<file path="config.mk">
export PLATFORM = sky130hd
export DESIGN_NAME = rtcw_clock
export DESIGN_NICKNAME = d
export VERILOG_FILES = /design/src/rtl/rtcw_bcd_digit.v /design/src/rtl/rtcw_clock.v
export VERILOG_INCLUDE_DIRS = /design/src /design/src/rtl
export SDC_FILE = /design/constraint.sdc
export NUM_CORES = 1
export LEC_CHECK = 0
export ABC_AREA = 1
export BUFFER_PORTS_ARGS = -buffer_cell sky130_fd_sc_hd__buf_2
export CELL_PAD_IN_SITES_DETAIL_PLACEMENT = 0
export CELL_PAD_IN_SITES_GLOBAL_PLACEMENT = 1
export CORE_MARGIN = 2
export CORE_UTILIZATION = 56
export CTS_BUF_LIST = sky130_fd_sc_hd__clkbuf_8
export DETAILED_ROUTE_END_ITERATION = 6
export PLACE_DENSITY_LB_ADDON = 0.1
export SLEW_MARGIN = 0
export SYNTH_ARGS = -nofsm -noshare
export SYNTH_HDL_FRONTEND = slang
export SYNTH_SLANG_ARGS = --single-unit
</file>
<file path="constraint.sdc">
create_clock -name clk -period 28.3 [get_ports clk]
set_input_delay 4.245 -clock clk [delete_from_list [all_inputs] [get_ports clk]]
set_output_delay 4.245 -clock clk [all_outputs]
set_load 0.03 [all_outputs]
</file>
<file path="src/rtl/rtcw_regs.vh">
`ifndef RTCW_REGS_VH
`define RTCW_REGS_VH
// register offsets
`define RTCW_OFF_HSEC 6'h00
`define RTCW_OFF_SEC 6'h01
`define RTCW_OFF_MIN 6'h02
`define RTCW_OFF_MIN_ALM 6'h03
`define RTCW_OFF_HOUR 6'h04
`define RTCW_OFF_HOUR_ALM 6'h05
`define RTCW_OFF_WDAY 6'h06
`define RTCW_OFF_WDAY_ALM 6'h07
`define RTCW_OFF_DATE 6'h08
`define RTCW_OFF_MONTH 6'h09
`define RTCW_OFF_YEAR 6'h0A
`define RTCW_OFF_CMD 6'h0B
`define RTCW_OFF_WD_FRAC 6'h0C
`define RTCW_OFF_WD_SEC 6'h0D
`define RTCW_OFF_RAM_LO 6'h0E
`define RTCW_OFF_RAM_HI 6'h3F
// command register fields
`define RTCW_CMD_TE 7
`define RTCW_CMD_ISEL 6
`define RTCW_CMD_POL 5
`define RTCW_CMD_PULSE 4
`define RTCW_CMD_WAM 3
`define RTCW_CMD_TDM 2
`define RTCW_CMD_WAF 1
`define RTCW_CMD_TDF 0
// other fields
`define RTCW_MONTH_OSC_N 7
`define RTCW_HOUR_12 6
`define RTCW_ALM_MASK 7
// reset values
`define RTCW_CMD_RST 6'h00
`define RTCW_MONTH_RST 8'h80
// timing
`define RTCW_CLK_HZ 200000000
`define RTCW_TICK_NS 10000000
`define RTCW_TICK_CYC (`RTCW_CLK_HZ / 100)
`define RTCW_PULSE_MS 3
`define RTCW_PULSE_CYC (`RTCW_CLK_HZ / 1000 * `RTCW_PULSE_MS)
`define RTCW_INT_NS 100
`define RTCW_INT_CYC ((`RTCW_INT_NS * (`RTCW_CLK_HZ / 1000000)) / 1000)
`endif

</file>
<file path="src/rtl/rtcw_bcd_digit.v">
`timescale 1ns/1ps
`default_nettype none
// one bcd field: increments with wrap from max back to min
module rtcw_bcd_digit (
	input wire [7:0] value,
	input wire [7:0] max_value,
	input wire [7:0] min_value,
	output reg [7:0] next_value,
	output reg wrap
);
	// ---------------------------------------------
	// bcd increment
	// ---------------------------------------------
	always @* begin
		wrap = (value >= max_value);
		if (wrap)
			next_value = min_value;
		else if (value[3:0] >= 4'h9)
			next_value = {value[7:4] + 4'h1, 4'h0};
		else
			next_value = {value[7:4], value[3:0] + 4'h1};
	end
endmodule
`default_nettype wire

</file>
<file path="src/rtl/rtcw_clock.v">
`include "rtcw_regs.vh"
`timescale 1ns/1ps
`default_nettype none
module rtcw_clock #(
	parameter TICK_CYC = `RTCW_TICK_CYC,
	parameter PULSE_CYC = `RTCW_PULSE_CYC
) (
	input wire clk,
	input wire rst,
	input wire clock_chip_select_n,
	input wire clock_write_strobe_n,
	input wire clock_output_strobe_n,
	input wire [5:0] addr,
	input wire [7:0] data_in,
	output reg [7:0] data_out,
	output reg data_oe,
	output reg int_out
);
	// ---------------------------------------------
	// storage
	// ---------------------------------------------
	reg [7:0] ext [0:10]; // visible time, indices 0..A (3,5,7 unused)
	reg [7:0] cnt [0:10]; // internal counters
	reg [7:0] alm [0:2];
	reg [7:0] ram [14:63];
	reg [7:0] cmd;
	reg [7:0] wd_frac;
	reg [7:0] wd_sec;
	reg [15:0] wd_cnt;
	reg [15:0] wd_load;
	reg wd_run;
	reg [31:0] tick;
	reg [31:0] pulse_cnt;
	reg [10:0] dirty;
	reg acc_q;
	reg wr_q;
	reg td_int;
	reg wd_int;
	reg pulse_act;
	wire access = ~clock_chip_select_n;
	wire wr = access & ~clock_write_strobe_n;
	wire rd = access & clock_write_strobe_n & ~clock_output_strobe_n;
	wire acc_start = access & ~acc_q;
	wire wr_end = wr_q & ~wr;
	wire osc_run = ~cnt[9][`RTCW_MONTH_OSC_N];
	wire te = cmd[`RTCW_CMD_TE];
	wire tick_now = osc_run && (tick == TICK_CYC - 1);
	wire is_alm = (addr == `RTCW_OFF_MIN_ALM) || (addr == `RTCW_OFF_HOUR_ALM) || (addr == `RTCW_OFF_WDAY_ALM);
	wire is_wd = (addr == `RTCW_OFF_WD_FRAC) || (addr == `RTCW_OFF_WD_SEC);
	wire pulse_mode = cmd[`RTCW_CMD_PULSE];
	// ---------------------------------------------
	// bcd carry chain
	// ---------------------------------------------
	reg [7:0] month_max;
	wire [7:0] hsec_n, sec_n, min_n, wday_n, date_n, mon_n, year_n;
	wire hsec_w, sec_w, min_w, date_w, mon_w;
	wire leap = ~cnt[10][4] ? (cnt[10][1:0] == 2'b00) : (cnt[10][1:0] == 2'b10);
	always @* begin
		case (cnt[9][4:0])
			5'h02: month_max = leap ? 8'h29 : 8'h28;
			5'h04, 5'h06, 5'h09, 5'h11: month_max = 8'h30;
			default: month_max = 8'h31;
		endcase
	end
	rtcw_bcd_digit u_hsec (.value(cnt[0]), .max_value(8'h99), .min_value(8'h00), .next_value(hsec_n), .wrap(hsec_w));
	rtcw_bcd_digit u_sec (.value(cnt[1]), .max_value(8'h59), .min_value(8'h00), .next_value(sec_n), .wrap(sec_w));
	rtcw_bcd_digit u_min (.value(cnt[2]), .max_value(8'h59), .min_value(8'h00), .next_value(min_n), .wrap(min_w));
	rtcw_bcd_digit u_wday (.value(cnt[6]), .max_value(8'h07), .min_value(8'h01), .next_value(wday_n), .wrap());
	rtcw_bcd_digit u_date (.value({2'b00, cnt[8][5:0]}), .max_value(month_max), .min_value(8'h01),
		.next_value(date_n), .wrap(date_w));
	rtcw_bcd_digit u_mon (.value({3'b000, cnt[9][4:0]}), .max_value(8'h12), .min_value(8'h01),
		.next_value(mon_n), .wrap(mon_w));
	rtcw_bcd_digit u_year (.value(cnt[10]), .max_value(8'h99), .min_value(8'h00), .next_value(year_n), .wrap());
	// hour increment honouring 12/24 mode
	reg [7:0] hour_n;
	reg hour_w;
	reg [3:0] hb;
	always @* begin
		hour_w = 1'b0;
		hb = cnt[4][3:0];
		if (cnt[4][`RTCW_HOUR_12]) begin
			hour_n = cnt[4];
			if (cnt[4][4:0] == 5'h12)
				hour_n[4:0] = 5'h01;
			else if (cnt[4][4:0] == 5'h11) begin
				hour_n[4:0] = 5'h12;
				hour_n[5] = ~cnt[4][5];
				hour_w = cnt[4][5];
			end else if (hb == 4'h9)
				hour_n[4:0] = 5'h10;
			else
				hour_n[3:0] = hb + 4'h1;
		end else begin
			if (cnt[4][5:0] == 6'h23) begin
				hour_n = 8'h00;
				hour_w = 1'b1;
			end else if (hb == 4'h9)
				hour_n = {2'b00, cnt[4][5:4] + 2'b01, 4'h0};
			else
				hour_n = {2'b00, cnt[4][5:4], hb + 4'h1};
		end
	end
	// ---------------------------------------------
	// alarm match
	// ---------------------------------------------
	wire m_min = alm[0][`RTCW_ALM_MASK] | (alm[0][6:0] == min_n[6:0]);
	wire [7:0] hour_eff = min_w ? hour_n : cnt[4];
	wire m_hour = alm[1][`RTCW_ALM_MASK] | (alm[1][6:0] == hour_eff[6:0]);
	wire hday_roll = min_w & hour_w;
	wire [7:0] wday_eff = hday_roll ? wday_n : cnt[6];
	wire m_day = alm[2][`RTCW_ALM_MASK] | (alm[2][2:0] == wday_eff[2:0]);
	// alarm fires on the minute rollover of the seconds field, compared with the new time
	wire td_event = tick_now & hsec_w & sec_w & m_min & m_hour & m_day;
	wire wd_event = wd_run && tick_now && (wd_cnt == 16'h0001);
	// ---------------------------------------------
	// tick counter and bus edge tracking
	// ---------------------------------------------
	always @(posedge clk or posedge rst) begin
		if (rst) begin
			tick <= 32'h0;
			acc_q <= 1'b0;
			wr_q <= 1'b0;
		end else begin
			tick <= (!osc_run || tick_now) ? 32'h0 : tick + 32'h1;
			acc_q <= access;
			wr_q <= wr;
		end
	end
	// ---------------------------------------------
	// time counters, visible copy and user ram
	// ---------------------------------------------
	integer i;
	reg [7:0] wmask;
	always @* begin
		case (addr)
			`RTCW_OFF_SEC, `RTCW_OFF_MIN: wmask = 8'h7F;
			`RTCW_OFF_HOUR: wmask = 8'h7F;
			`RTCW_OFF_WDAY: wmask = 8'h07;
			`RTCW_OFF_DATE: wmask = 8'hBF;
			`RTCW_OFF_MONTH: wmask = 8'hDF;
			default: wmask = 8'hFF;
		endcase
	end
	always @(posedge clk or posedge rst) begin
		if (rst) begin
			for (i = 0; i <= 10; i = i + 1) begin
				ext[i] <= 8'h00;
				cnt[i] <= 8'h00;
			end
			cnt[9] <= `RTCW_MONTH_RST;
			ext[9] <= `RTCW_MONTH_RST;
			dirty <= 11'h000;
			alm[0] <= 8'h00;
			alm[1] <= 8'h00;
			alm[2] <= 8'h00;
		end else begin
			if (tick_now) begin
				cnt[0] <= hsec_n;
				if (hsec_w) begin
					cnt[1] <= sec_n;
					if (sec_w) begin
						cnt[2] <= min_n;
						if (min_w) begin
							cnt[4] <= hour_n;
							if (hour_w) begin
								cnt[6] <= wday_n;
								cnt[8] <= {cnt[8][7:6], date_n[5:0]};
								if (date_w) begin
									cnt[9] <= {cnt[9][7:5], mon_n[4:0]};
									if (mon_w)
										cnt[10] <= year_n;
								end
							end
						end
					end
				end
			end
			if (te && dirty != 11'h000) begin
				for (i = 0; i <= 10; i = i + 1)
					if (dirty[i])
						cnt[i] <= ext[i];
				dirty <= 11'h000;
			end else if (te && tick_now) begin
				for (i = 0; i <= 10; i = i + 1)
					ext[i] <= cnt[i];
			end
			if (wr_end) begin
				case (addr)
					`RTCW_OFF_MIN_ALM: alm[0] <= data_in;
					`RTCW_OFF_HOUR_ALM: alm[1] <= data_in;
					`RTCW_OFF_WDAY_ALM: alm[2] <= data_in & 8'h87;
					`RTCW_OFF_HSEC, `RTCW_OFF_SEC, `RTCW_OFF_MIN, `RTCW_OFF_HOUR, `RTCW_OFF_WDAY,
					`RTCW_OFF_DATE, `RTCW_OFF_YEAR: begin
						ext[addr[3:0]] <= data_in & wmask;
						if (te)
							cnt[addr[3:0]] <= data_in & wmask;
						else
							dirty[addr[3:0]] <= 1'b1;
					end
					`RTCW_OFF_MONTH: begin
						ext[9] <= data_in & wmask;
						cnt[9] <= data_in & wmask;
					end
					default: ;
				endcase
			end
		end
	end
	// user ram writes
	always @(posedge clk) begin
		if (wr_end && addr >= `RTCW_OFF_RAM_LO)
			ram[addr] <= data_in;
	end
	// ---------------------------------------------
	// watchdog and command/flags
	// ---------------------------------------------
	wire wd_touch = acc_start & is_wd;
	wire td_touch = acc_start & is_alm;
	wire [7:0] nf = (wr_end && addr == `RTCW_OFF_WD_FRAC) ? data_in : wd_frac;
	wire [7:0] ns = (wr_end && addr == `RTCW_OFF_WD_SEC) ? data_in : wd_sec;
	wire [15:0] nload = {ns, nf};
	always @(posedge clk or posedge rst) begin
		if (rst) begin
			wd_frac <= 8'h00;
			wd_sec <= 8'h00;
			wd_cnt <= 16'h0;
			wd_run <= 1'b0;
			wd_load <= 16'h0;
			cmd <= {2'b00, `RTCW_CMD_RST};
			td_int <= 1'b0;
			wd_int <= 1'b0;
			pulse_act <= 1'b0;
			pulse_cnt <= 32'h0;
		end else begin
			wd_frac <= nf;
			wd_sec <= ns;
			if (wd_touch || (wr_end && is_wd)) begin
				wd_cnt <= nload;
				wd_load <= nload;
				wd_run <= (nload != 16'h0000);
			end else if (wd_event) begin
				wd_run <= 1'b0;
			end else if (wd_run && tick_now) begin
				wd_cnt[3:0] <= (wd_cnt[3:0] == 4'h0) ? 4'h9 : wd_cnt[3:0] - 4'h1;
				if (wd_cnt[3:0] == 4'h0) begin
					wd_cnt[7:4] <= (wd_cnt[7:4] == 4'h0) ? 4'h9 : wd_cnt[7:4] - 4'h1;
					if (wd_cnt[7:4] == 4'h0) begin
						wd_cnt[11:8] <= (wd_cnt[11:8] == 4'h0) ? 4'h9 : wd_cnt[11:8] - 4'h1;
						if (wd_cnt[11:8] == 4'h0)
							wd_cnt[15:12] <= wd_cnt[15:12] - 4'h1;
					end
				end
			end
			if (wr_end && addr == `RTCW_OFF_CMD)
				cmd[7:2] <= data_in[7:2];
			// flags: alarm set wins over an access clear
			if (td_event)
				cmd[`RTCW_CMD_TDF] <= 1'b1;
			else if (td_touch || (pulse_mode && !pulse_act))
				cmd[`RTCW_CMD_TDF] <= 1'b0;
			if (wd_event)
				cmd[`RTCW_CMD_WAF] <= 1'b1;
			else if (wd_touch || (pulse_mode && !pulse_act))
				cmd[`RTCW_CMD_WAF] <= 1'b0;
			if (td_event && !cmd[`RTCW_CMD_TDM])
				td_int <= 1'b1;
			else if (td_touch)
				td_int <= 1'b0;
			if (wd_event && !cmd[`RTCW_CMD_WAM])
				wd_int <= 1'b1;
			else if (wd_touch)
				wd_int <= 1'b0;
			// pulse timer runs at least 3 ms
			if ((td_event && !cmd[`RTCW_CMD_TDM] && !cmd[`RTCW_CMD_ISEL]) ||
				(wd_event && !cmd[`RTCW_CMD_WAM] && cmd[`RTCW_CMD_ISEL])) begin
				pulse_act <= 1'b1;
				pulse_cnt <= 32'h0;
			end else if (pulse_act) begin
				if (pulse_cnt == PULSE_CYC - 1)
					pulse_act <= 1'b0;
				else
					pulse_cnt <= pulse_cnt + 32'h1;
			end
		end
	end
	// ---------------------------------------------
	// output pin and read data
	// ---------------------------------------------
	wire src_int = cmd[`RTCW_CMD_ISEL] ? wd_int : td_int;
	wire pin_act = pulse_mode ? pulse_act : src_int;
	reg [7:0] rdata;
	always @* begin
		if (addr <= `RTCW_OFF_YEAR && addr != `RTCW_OFF_MIN_ALM && addr != `RTCW_OFF_HOUR_ALM &&
			addr != `RTCW_OFF_WDAY_ALM)
			rdata = ext[addr[3:0]];
		else case (addr)
			`RTCW_OFF_MIN_ALM: rdata = alm[0];
			`RTCW_OFF_HOUR_ALM: rdata = alm[1];
			`RTCW_OFF_WDAY_ALM: rdata = alm[2];
			`RTCW_OFF_CMD: rdata = cmd;
			`RTCW_OFF_WD_FRAC: rdata = wd_frac;
			`RTCW_OFF_WD_SEC: rdata = wd_sec;
			default: rdata = ram[addr];
		endcase
	end
	always @(posedge clk or posedge rst) begin
		if (rst) begin
			data_out <= 8'h00;
			data_oe <= 1'b0;
			int_out <= 1'b1;
		end else begin
			data_out <= rdata;
			data_oe <= rd;
			int_out <= cmd[`RTCW_CMD_POL] ? pin_act : ~pin_act;
		end
	end
endmodule
`default_nettype wire

</file>
== Word level (Yosys, flattened, before mapping) ==
Memory sizes are Yosys's and may differ from the RTL's.
Cells that the tools add are included.
Word-level totals
  flip-flop bits (word level): 327
  bits in writable memories: 400
  input bits: 19
  output and inout port bits: 10
  word-level logic and storage cells: 332
  memories: 1
Memory list
  ram: words 50, width 8, rd ports 1, clocked after Yosys merged registers in 0, wr ports 1, line rtcw_clock.v:25  | reg [7:0] ram [14:63];
Cells by class
  add/sub/neg operators: 22
  order comparisons: 20
  equality and inequality tests: 34
  muxes and demuxes: 122
  bitwise gates (word level): 27
  reduce and logical (&&, ||, !) cells: 60
Operators by type and width (count)
  2-to-1 mux 88 bit: 6
  2-to-1 mux 8 bit: 42
  bitwise mux 88 bit: 2
  2-to-1 mux 72 bit: 2
  2-to-1 mux 32 bit: 4
  2-to-1 mux 22 bit: 5
  adder 32 x 1 -> 32 bit, second input constant: 2
  2-to-1 mux 16 bit: 4
  adder 4 x 1 -> 4 bit, second input constant: 13
  one-hot mux 8 bit (6 select lines): 1
  2-to-1 mux 11 bit: 4
  equality test 6 x 4 -> 1 bit, second input constant: 6
  binary-select mux 8 bit (select 4 bit): 1
  demux 8 bit (select 4 bit): 1
  equality test 32 x 20 -> 1 bit, second input constant: 1
  equality test 32 x 21 -> 1 bit, second input constant: 1
  one-hot mux 8 bit (2 select lines): 2
  one-hot mux 8 bit (4 select lines): 1
  greater-or-equal comparator 4 bit, second input constant: 7
  2-to-1 mux 1 bit: 28
  equality test 6 x 3 -> 1 bit, second input constant: 4
  2-to-1 mux 24 bit: 1
  2-to-1 mux 6 bit: 4
  logical AND 1 bit: 20
  other kinds (57): 123

== Logic depth before layout (Yosys ltp) ==
Gate-level depths: netlist of run 1.
  depth after elaboration: 17
  depth in mapped cells: 21
  depth with buffers taken out: 21

== By module ==
A second synthesis of run 1 with hierarchy kept.
Unflattened totals
  cell total of the unflattened synthesis: 4098
  area, all modules: 37099.3 um^2
Modules (own cells, without submodules)
  rtcw_clock: instances 1, cells each 3384, area an instance 33228.1 um^2, sequential area each 20198.1 um^2
  rtcw_bcd_digit: instances 7, cells each 102, area an instance 553.0 um^2, sequential area each 0.0 um^2

== Worst setup path before layout of run 1 ==
No wires, ideal clock.
  path kind: input to register
  start: in addr[1]
  end: mem ram[17][0] (enable)
  setup time: 370 ps
  arrival time: 5934 ps
  data required time: 27930 ps
  slack: 21995 ps
  stages on the path: 7
  path buffers: 4
  cell sequence: buf_6 > nor2_8 > buf_1 > clkbuf_1 > clkbuf_1 > nand3_1 > nor2_1
On the way
  word-level cells in the longest chain between the ends: 4
Ends and longest elaborated chain
  start: declaration: line rtcw_clock.v:13  | input wire [5:0] addr,
  greater-or-equal comparator 6 x 4 -> 1 bit (no line)
  logical AND 1 bit (no line)
  2-to-1 mux 1 bit: line rtcw_clock.v:211  | if (wr_end && addr >= `RTCW_OFF_RAM_LO)
  2-to-1 mux 1 bit (implied by the code): line rtcw_clock.v:212  | ram[addr] <= data_in;
  end: declaration: line rtcw_clock.v:25
Several ways; a longest one is shown, not always the timed one.

== Worst setup path in the final report of run 1 ==
  start: in addr[0]
  end: reg cnt[51] (netlist name)
On the way
  word-level cells in the longest chain between the ends: 9
  elaborated cells on any way between the ends: 22
  classes of those cells: 2 x order compare; 7 x eq/ne; 7 x mux; 2 x bitwise; 4 x reduce/logical
Ends and longest elaborated chain
  inverter 4 -> 5 bit (implied by the code): line rtcw_clock.v:196  | cnt[addr[3:0]] <= data_in & wmask;
  greater-or-equal comparator 5 bit (implied by the code) / < comparator 5 x 1 -> 1 bit (equally long branches): line rtcw_clock.v:196
  logical AND 1 bit (implied by the code): line rtcw_clock.v:196
  2-to-1 mux 8 bit (implied by the code): line rtcw_clock.v:196
  demux 8 bit (select 4 bit): line rtcw_clock.v:196
  bitwise mux 88 bit: line rtcw_clock.v:196
  2-to-1 mux 88 bit: line rtcw_clock.v:195  | if (te)
  2-to-1 mux 72 bit (*): line rtcw_clock.v:188  | case (addr)
  2-to-1 mux 88 bit (*): line rtcw_clock.v:187  | if (wr_end) begin
  end signal: indexed assignment: line rtcw_clock.v:181  | cnt[i] <= ext[i];
  end signal: indexed assignment: line rtcw_clock.v:196
  end: declaration: line rtcw_clock.v:23  | reg [7:0] cnt [0:10];
Mark *: on every way between the ends. The rest lies on a longest branch, timed or not.
A chain may end at the register's enable or synchronous reset.

==> flow_summary.json, run 1 <==
{
  "outcome": "complete, but fails checks",
  "failed_checks": "DRC",
  "hpwl_um": 68800,
  "pin_count_of_the_biggest_net_entering_global_routing": 123,
  "synth_edf_count": 400,
  "cts-root-buf": "sky130_fd_sc_hd__clkbuf_8",
  "io_pins": 29,
  "post-place-ws_ns": 19.20,
  "syn-mean-instance-area_um2": 9.51,
  "timing.setup.critical_path_class": "in2reg",
  "relative_slew_slack": 0.204,
  "drt-pass1-iter-count": 7,
  "hold_path_startpoint": "tick[0]$_DFF_PP0_",
  "grt_remaining_overflow": 0,
  "finalHoldViolCount": 0,
  "rsz0062_at_grt": "false",
  "max_clk_rate_ghz": 0.119,
  "critPathLaunchType": "primary input",
  "initial_cell_density_of_the_core": 0.566,
  "grt_first_pass_wirelength_um": 157000,
  "cts-buffers-inserted": 118,
  "synth_fp_nets": 3656,
  "ys_seq_area_frac": 0.591,
  "die_footprint_um2": 63000,
  "final_cells": 4516,
  "ctsHtreeMaxLevel": 3,
  "yosys_cell_types": 60,
  "die_width_um": 251,
  "clk_transition_reported_paths_ns": 0.06,
  "post_synthesis_cell_type_with_the_largest_combined_area": "sky130_fd_sc_hd__edfxtp_1",
  "endpoint_kind": "flop",
  "synthTopCellsByArea": "sky130_fd_sc_hd__edfxtp_1, sky130_fd_sc_hd__dfrtp_1, sky130_fd_sc_hd__nand2_1",
  "final_cell_area_um2": 37400,
  "fin_skew_ns": 0.0343,
  "post_route_cells_drive_above_1_share": 0.0798,
  "die_h_um": 251,
  "place_congestion": 0.953,
  "netlist_top_cells_count": "sky130_fd_sc_hd__nand2_1, sky130_fd_sc_hd__edfxtp_1, sky130_fd_sc_hd__inv_1, sky130_fd_sc_hd__dfrtp_1, sky130_fd_sc_hd__o21ai_0",
  "timing.final.ws_setup_ns": 19.87,
  "maxSlewViolCount": 0,
  "crit-reg2reg-launch": "tick[0]$_DFF_PP0_",
  "cell_with_the_most_instances_after_synthesis": "sky130_fd_sc_hd__nand2_1",
  "placed_cells": 4292,
  "drt_iter0_drc": 3005,
  "timing.critical_path.fanout_max": 60,
  "cts_hold_buf": 0,
  "synth-async-reset-ratio": 0.450,
  "post_cts.repair.setup_buffers": 0,
  "setup_viol_count_final": 0,
  "tritoncts": "built",
  "placement.cell_area_um2": 35000,
  "hold_wc_path_type": "reg2reg",
  "grt_use_total": 0.327,
  "synth_warnings": 0,
  "tns_ns": 0,
  "irDropWorstVdd_mv": 0.0608,
  "final_antenna_net_count": 0,
  "cts_resized": 0,
  "rows": 90,
  "syn_inst": 3593,
  "max-cap-violations": 0,
  "leakagePower_uw": 0.0152,
  "placeableCoreArea_um2": 60400,
  "area_growth_syn_to_layout_pct": 9.29,
  "fin_nets": 3693,
  "max-clock-path-buffers": 3,
  "synth_seq_cells": 727,
  "final.min_clock_period_ns": 8.43,
  "power_density_nw_per_um2": 68.9,
  "via_count_of_the_first_global_routing_pass": 26200,
  "antenna_found_initial": 3,
  "clock_insertion_delay_worst_skew_ns": 0.76,
  "timing.critical_path.required_ns": 28.91,
  "synth_area_um2": 34200,
  "worst_slew_pin_slew_ns": 1.19,
  "synth_top_area_frac": 0.351,
  "hold_ws_ns": 0.460,
  "final_min_period_over_clock_period": 0.298,
  "io_buffer_count": 28,
  "count_of_vias_placed_by_the_detailed_router": 27500,
  "vias_per_cell": 6.08,
  "drt-total-wl_um": 103000,
  "detail_route.wl_per_cell_um": 22.9,
  "detailed_route_drc_error_count": 4,
  "worst_ep_arrival_time_ns": 9.03,
  "worstSetupStartpoint": "addr[0]",
  "number_of_sinks_handled_by_clock_tree_synthesis": 727,
  "yosys_most_used_dff": "sky130_fd_sc_hd__edfxtp_1"
}
==> logic make-up after synthesis <==
| logic type | count (synthesis) | share of synthesized area |
|---|---|---|
| AOI/OAI and AO/OA | 774 | 0.135 |
| xor gates and xnor gates | 46 | 0.0118 |
| adders and majority gates | 44 | 0.0161 |
| buffers and inverters | 507 | 0.0570 |
| DFF | 727 | 0.591 |
| muxes | 14 | 0.00439 |
| and+or+nand+nor | 1481 | 0.185 |
==> per-layer routing <==
| layer | wire, um | GRT usage | share of wire | up-vias |
|---|---|---|---|---|
| li1 | - | - | - | 12500 |
| met5 | 13 | 0 | 0.00013 | - |
| met4 | 4690 | 0.151 | 0.045 | 2 |
| met2 | 46700 | 0.502 | 0.45 | 1345 |
| met3 | 9250 | 0.0619 | 0.090 | 247 |
| met1 | 42700 | 0.456 | 0.41 | 13300 |
==> where the power goes <==
group          switching (uW)  internal (uW)
sequential               67.8           1180
clock                     440            471
combinational             288            129
total                     796           1780
==> state kept, by name, indices dropped and copies added, names as in the netlist <==
register   flops
ram          400
cnt           88
ext           88
pulse_cnt     32
tick          32
alm           20
wd_cnt        16
dirty         11
cmd            8
data_out       8
wd_frac        8
wd_sec         8
acc_q          1
data_oe        1
int_out        1
pulse_act      1
td_int         1
wd_int         1
wd_run         1
wr_q           1
==> cells in the final DEF, fill, tap and decap left out, drive strengths merged, types with 16 or more instances in the layout <==
cell type and count:
a211oi 16, a21oi 116, a22oi 116, a31oi 77
buf 63, clkbuf 133, clkinv 46, dfrtp 324
edfxtp 400, ha 44, inv 399, nand2 778
nand3 262, nand4 33, nor2 315, nor3 58
nor4 17, o211ai 41, o21ai 331, o22ai 30
xor2 38
==> critical path: stages <==
cell and delay (ns):
sky130_fd_sc_hd__buf_4 0.33, sky130_fd_sc_hd__inv_2 0.35, sky130_fd_sc_hd__nand2_1 0.59, sky130_fd_sc_hd__inv_2 0.84
sky130_fd_sc_hd__nand2_1 0.36, sky130_fd_sc_hd__nand3_1 0.16, sky130_fd_sc_hd__o21ai_1 0.09, sky130_fd_sc_hd__nand2_1 0.32
sky130_fd_sc_hd__nand2_2 0.29, sky130_fd_sc_hd__nor2_1 0.66, sky130_fd_sc_hd__nand2_1 0.41, sky130_fd_sc_hd__o211ai_1 0.20
sky130_fd_sc_hd__o21ai_0 0.12
==> final timing paths <==
kind                       slack, ns  cells after the start             endpoint
min reg2reg                     0.46                      1    tick[0]$_DFF_PP0_
min in group asynchronous       3.68                      2    cnt[55]$_DFF_PP0_
max reg2reg                    24.08                     16     cnt[4]$_DFF_PP0_
max                            19.87                     13    cnt[51]$_DFF_PP0_
min                             0.46                      1    tick[0]$_DFF_PP0_
max in group asynchronous      22.40                      4  wd_sec[6]$_DFF_PP0_
==> per-stage QoR <==
stage          total power, uW   util
2_1_floorplan             1540      -
4_1_cts                   2580  0.619
3_5_place_dp              1670  0.580
3_3_place_gp              1660  0.580
5_1_grt                   2690  0.619
6_report                  2570  0.619
==> layout make-up <==
class	count	area [um2]
Antenna cell	2	5.00
Clock buffer	133	1830
Clock inverter	89	529
Fill cell	5118	23000
Inverter	361	1360
Multi-Input combinational cell	2359	12000
Sequential cell	727	20200
Tap cell	782	978
Timing Repair Buffer	63	408
No activity file was read; power rests on OpenSTA's default activity.
==> run 2, diff against run 1 <==
--- a/config.mk
+++ b/config.mk
@@ -6,12 +6,12 @@
 export SDC_FILE = /design/constraint.sdc
 export NUM_CORES = 1
 export LEC_CHECK = 0
-export ABC_AREA = 1
+export ABC_AREA = 0
 export BUFFER_PORTS_ARGS = -buffer_cell sky130_fd_sc_hd__buf_2
 export CELL_PAD_IN_SITES_DETAIL_PLACEMENT = 0
 export CELL_PAD_IN_SITES_GLOBAL_PLACEMENT = 1
 export CORE_MARGIN = 2
-export CORE_UTILIZATION = 56
+export CORE_UTILIZATION = 55
 export CTS_BUF_LIST = sky130_fd_sc_hd__clkbuf_8
 export DETAILED_ROUTE_END_ITERATION = 6
 export PLACE_DENSITY_LB_ADDON = 0.1
==> constraint.sdc (replaced) <==
create_clock -name clk -period 8.4 [get_ports clk]
set_input_delay 1.26 -clock clk [delete_from_list [all_inputs] [get_ports clk]]
set_output_delay 1.26 -clock clk [all_outputs]
set_load 0.03 [all_outputs]
==> flow_summary.json, run 2 <==
{
  "largest_register_ffs": 400,
  "final_cell_mix": "sky130_fd_sc_hd__edfxtp_1, sky130_fd_sc_hd__nand2_1, sky130_fd_sc_hd__dfrtp_1, sky130_fd_sc_hd__nor2_1, sky130_fd_sc_hd__mux4_2",
  "final_cell_area_um2": 37200,
  "max-clock-path-buffers": 3,
  "power_density_nw_per_um2": 202,
  "post_route_cells_drive_above_1_share": 0.185,
  "timing.critical_path.required_ns": 9.01,
  "vias_per_cell": 6.35,
  "synth_fp_nets": 2728,
  "io_pins": 29,
  "hold_wc_path_type": "reg2reg",
  "die_h_um": 253,
  "drt-total-wl_um": 92600,
  "grt_remaining_overflow": 0,
  "maxSlewViolCount": 0,
  "rows": 91,
  "cell_with_the_most_instances_after_synthesis": "sky130_fd_sc_hd__edfxtp_1",
  "num-fill-cells": 4828,
  "drt_iter0_drc": 2065,
  "place_congestion": 0.923,
  "area_used_by_multi_input_combinational_logic_um2": 13100,
  "endpoint_kind": "flop",
  "registers.top_by_ff_count": "ram",
  "worstSetupStartpoint": "addr[0]",
  "post_synthesis_cell_type_with_the_largest_combined_area": "sky130_fd_sc_hd__edfxtp_1",
  "synth_edf_count": 400,
  "io_buffer_count": 28,
  "fin_skew_ns": 0.0494,
  "yosys_cell_types": 88,
  "crit-reg2reg-launch": "tick[29]$_DFF_PP0_",
  "outcome": "finished, final reports clean",
  "synthTopCellsByArea": "sky130_fd_sc_hd__edfxtp_1, sky130_fd_sc_hd__dfrtp_1, sky130_fd_sc_hd__mux4_2",
  "reg2regPathDepth": 10,
  "clk_transition_reported_paths_ns": 0.06,
  "area_growth_syn_to_layout_pct": 9.45,
  "finalHoldViolCount": 0,
  "rsz0062_at_grt": "false",
  "cts-buffers-inserted": 117,
  "cts-root-buf": "sky130_fd_sc_hd__clkbuf_8",
  "synth_warnings": 0,
  "placeableCoreArea_um2": 61400,
  "post_cts.repair.setup_buffers": 0,
  "count_of_vias_placed_by_the_detailed_router": 22800,
  "netlist_top_cells_count": "sky130_fd_sc_hd__edfxtp_1, sky130_fd_sc_hd__nand2_1, sky130_fd_sc_hd__dfrtp_1, sky130_fd_sc_hd__nor2_1, sky130_fd_sc_hd__mux4_2",
  "worst_ep_arrival_time_ns": 4.84,
  "die_footprint_um2": 63800,
  "cts_resized": 0,
  "drt-pass1-iter-count": 6,
  "initial_cell_density_of_the_core": 0.554,
  "timing.setup.critical_path_class": "in2reg",
  "timing.reg2reg.setup_slack_ns": 4.18,
  "cts_hold_buf": 0,
  "detail_route.wl_per_cell_um": 25.7,
  "finish.utilization": 0.606,
  "critPathCapture": "wd_run$_DFFE_PP0P_",
  "max-cap-violations": 0,
  "critPathLaunchType": "primary input",
  "hpwl_um": 60900,
  "layout.area.seq_um2": 20200,
  "placement.cell_area_um2": 34900,
  "syn-mean-instance-area_um2": 12.8,
  "tritoncts": "built",
  "tns_ns": 0,
  "largest_registers": "ram (400), cnt (88), ext (88)",
  "die_width_um": 253,
  "synth_seq_cells": 727,
  "yosys_most_used_dff": "sky130_fd_sc_hd__edfxtp_1",
  "syn_inst": 2665,
  "fin_nets": 2773,
  "synth_area_um2": 34000,
  "detailed_route_drc_error_count": 0,
  "grt_use_total": 0.296,
  "antenna_found_initial": 7,
  "relative_slew_slack": 0.199,
  "pin_count_of_the_biggest_net_entering_global_routing": 143,
  "irDropWorstVdd_mv": 0.138,
  "timing.critical_path.fanout_max": 67,
  "final_min_period_over_clock_period": 0.503,
  "grt_first_pass_wirelength_um": 141000,
  "number_of_sinks_handled_by_clock_tree_synthesis": 727,
  "ys_seq_area_frac": 0.594,
  "clock_insertion_delay_worst_skew_ns": 0.77,
  "hold_ws_ns": 0.471,
  "leakagePower_uw": 0.0143,
  "worst_slew_pin_slew_ns": 1.20,
  "ctsHtreeMaxLevel": 3,
  "end_of_the_worst_register_to_register_path": "ext[12]$_DFF_PP0_",
  "synth_top_area_frac": 0.353,
  "max_clk_rate_ghz": 0.237,
  "final.min_clock_period_ns": 4.23,
  "final_antenna_net_count": 0,
  "mostFrequentLayoutCell": "sky130_fd_sc_hd__edfxtp_1",
  "setup_viol_count_final": 0,
  "synth-async-reset-ratio": 0.450,
  "via_count_of_the_first_global_routing_pass": 22600
}
## run 2: cell count changes after synthesis, sizes merged, moves of 23 or more
cell    change
nand2     -432
mux4      +143
xnor2      +29
nor2       -96
inv       -301
mux2i      +43
o211ai     -23
a22oi      -91
nand3     -181
mux2       +57
o21ai     -229
## run 2: routing by layer
metal	wire (um)	share of wire	GRT usage
met1	40000	0.43	0.430
met2	42200	0.46	0.446
met3	7560	0.082	0.0645
met4	2800	0.030	0.102
met5	63	0.00068	0
## run 2: critical path: stages
cell	delay, ns
sky130_fd_sc_hd__clkbuf_8	0.59
sky130_fd_sc_hd__nor2b_1	0.61
sky130_fd_sc_hd__nand2_1	0.58
sky130_fd_sc_hd__nor3_2	0.88
sky130_fd_sc_hd__mux2_2	0.45
sky130_fd_sc_hd__nor4_1	0.32
sky130_fd_sc_hd__a21oi_1	0.11
## run 2: where the power goes
part	switching (uW)	total (uW)	internal (uW)
Sequential	119	3980	3860
Clock	1450	2940	1490
Combinational	375	592	217
## run 2: cell type report
class / instances / area share
Sequential cell: 727 / 0.543
Multi-Input combinational cell: 1736 / 0.351
Clock buffer: 133 / 0.0492
Tap cell: 790 / 0.0266
Timing Repair Buffer: 71 / 0.0131
Clock inverter: 80 / 0.0116
Inverter: 57 / 0.00585
Antenna cell: 2 / 0.000134
## run 2: per-stage QoR
step,power (uW),instances,setup slack (ns)
final,7520,3596,4.17
after global routing,7780,3596,3.82
after CTS,7570,3594,4.28
after detailed placement,4630,3381,3.48
after global placement,4620,3381,3.52
after floorplan,4400,2665,2.78
## run 2: worst min-delay path by stage
stage                             from           endpoint  cells past startpoint
finish               cnt[45]$_DFF_PP0_  ext[45]$_DFF_PP0_                      2
floorplan           cmd[5]$_DFFE_PP0P_  int_out$_DFF_PP1_                      1
global route         cnt[30]$_DFF_PP0_  ext[30]$_DFF_PP0_                      2
global placement     cnt[27]$_DFF_PP0_  ext[27]$_DFF_PP0_                      2
detailed placement   cnt[62]$_DFF_PP0_  ext[62]$_DFF_PP0_                      2
CTS                  cnt[45]$_DFF_PP0_  ext[45]$_DFF_PP0_                      2
## run 2: cells by family after synthesis
logic type,after synthesis,synth area share
and+or+nand+nor,917,0.131
DFF,727,0.594
AOI/OAI and AO/OA,434,0.0812
muxes,257,0.131
buffers and inverters,202,0.0250
xor gates and xnor gates,84,0.0216
adders and majority gates,44,0.0162
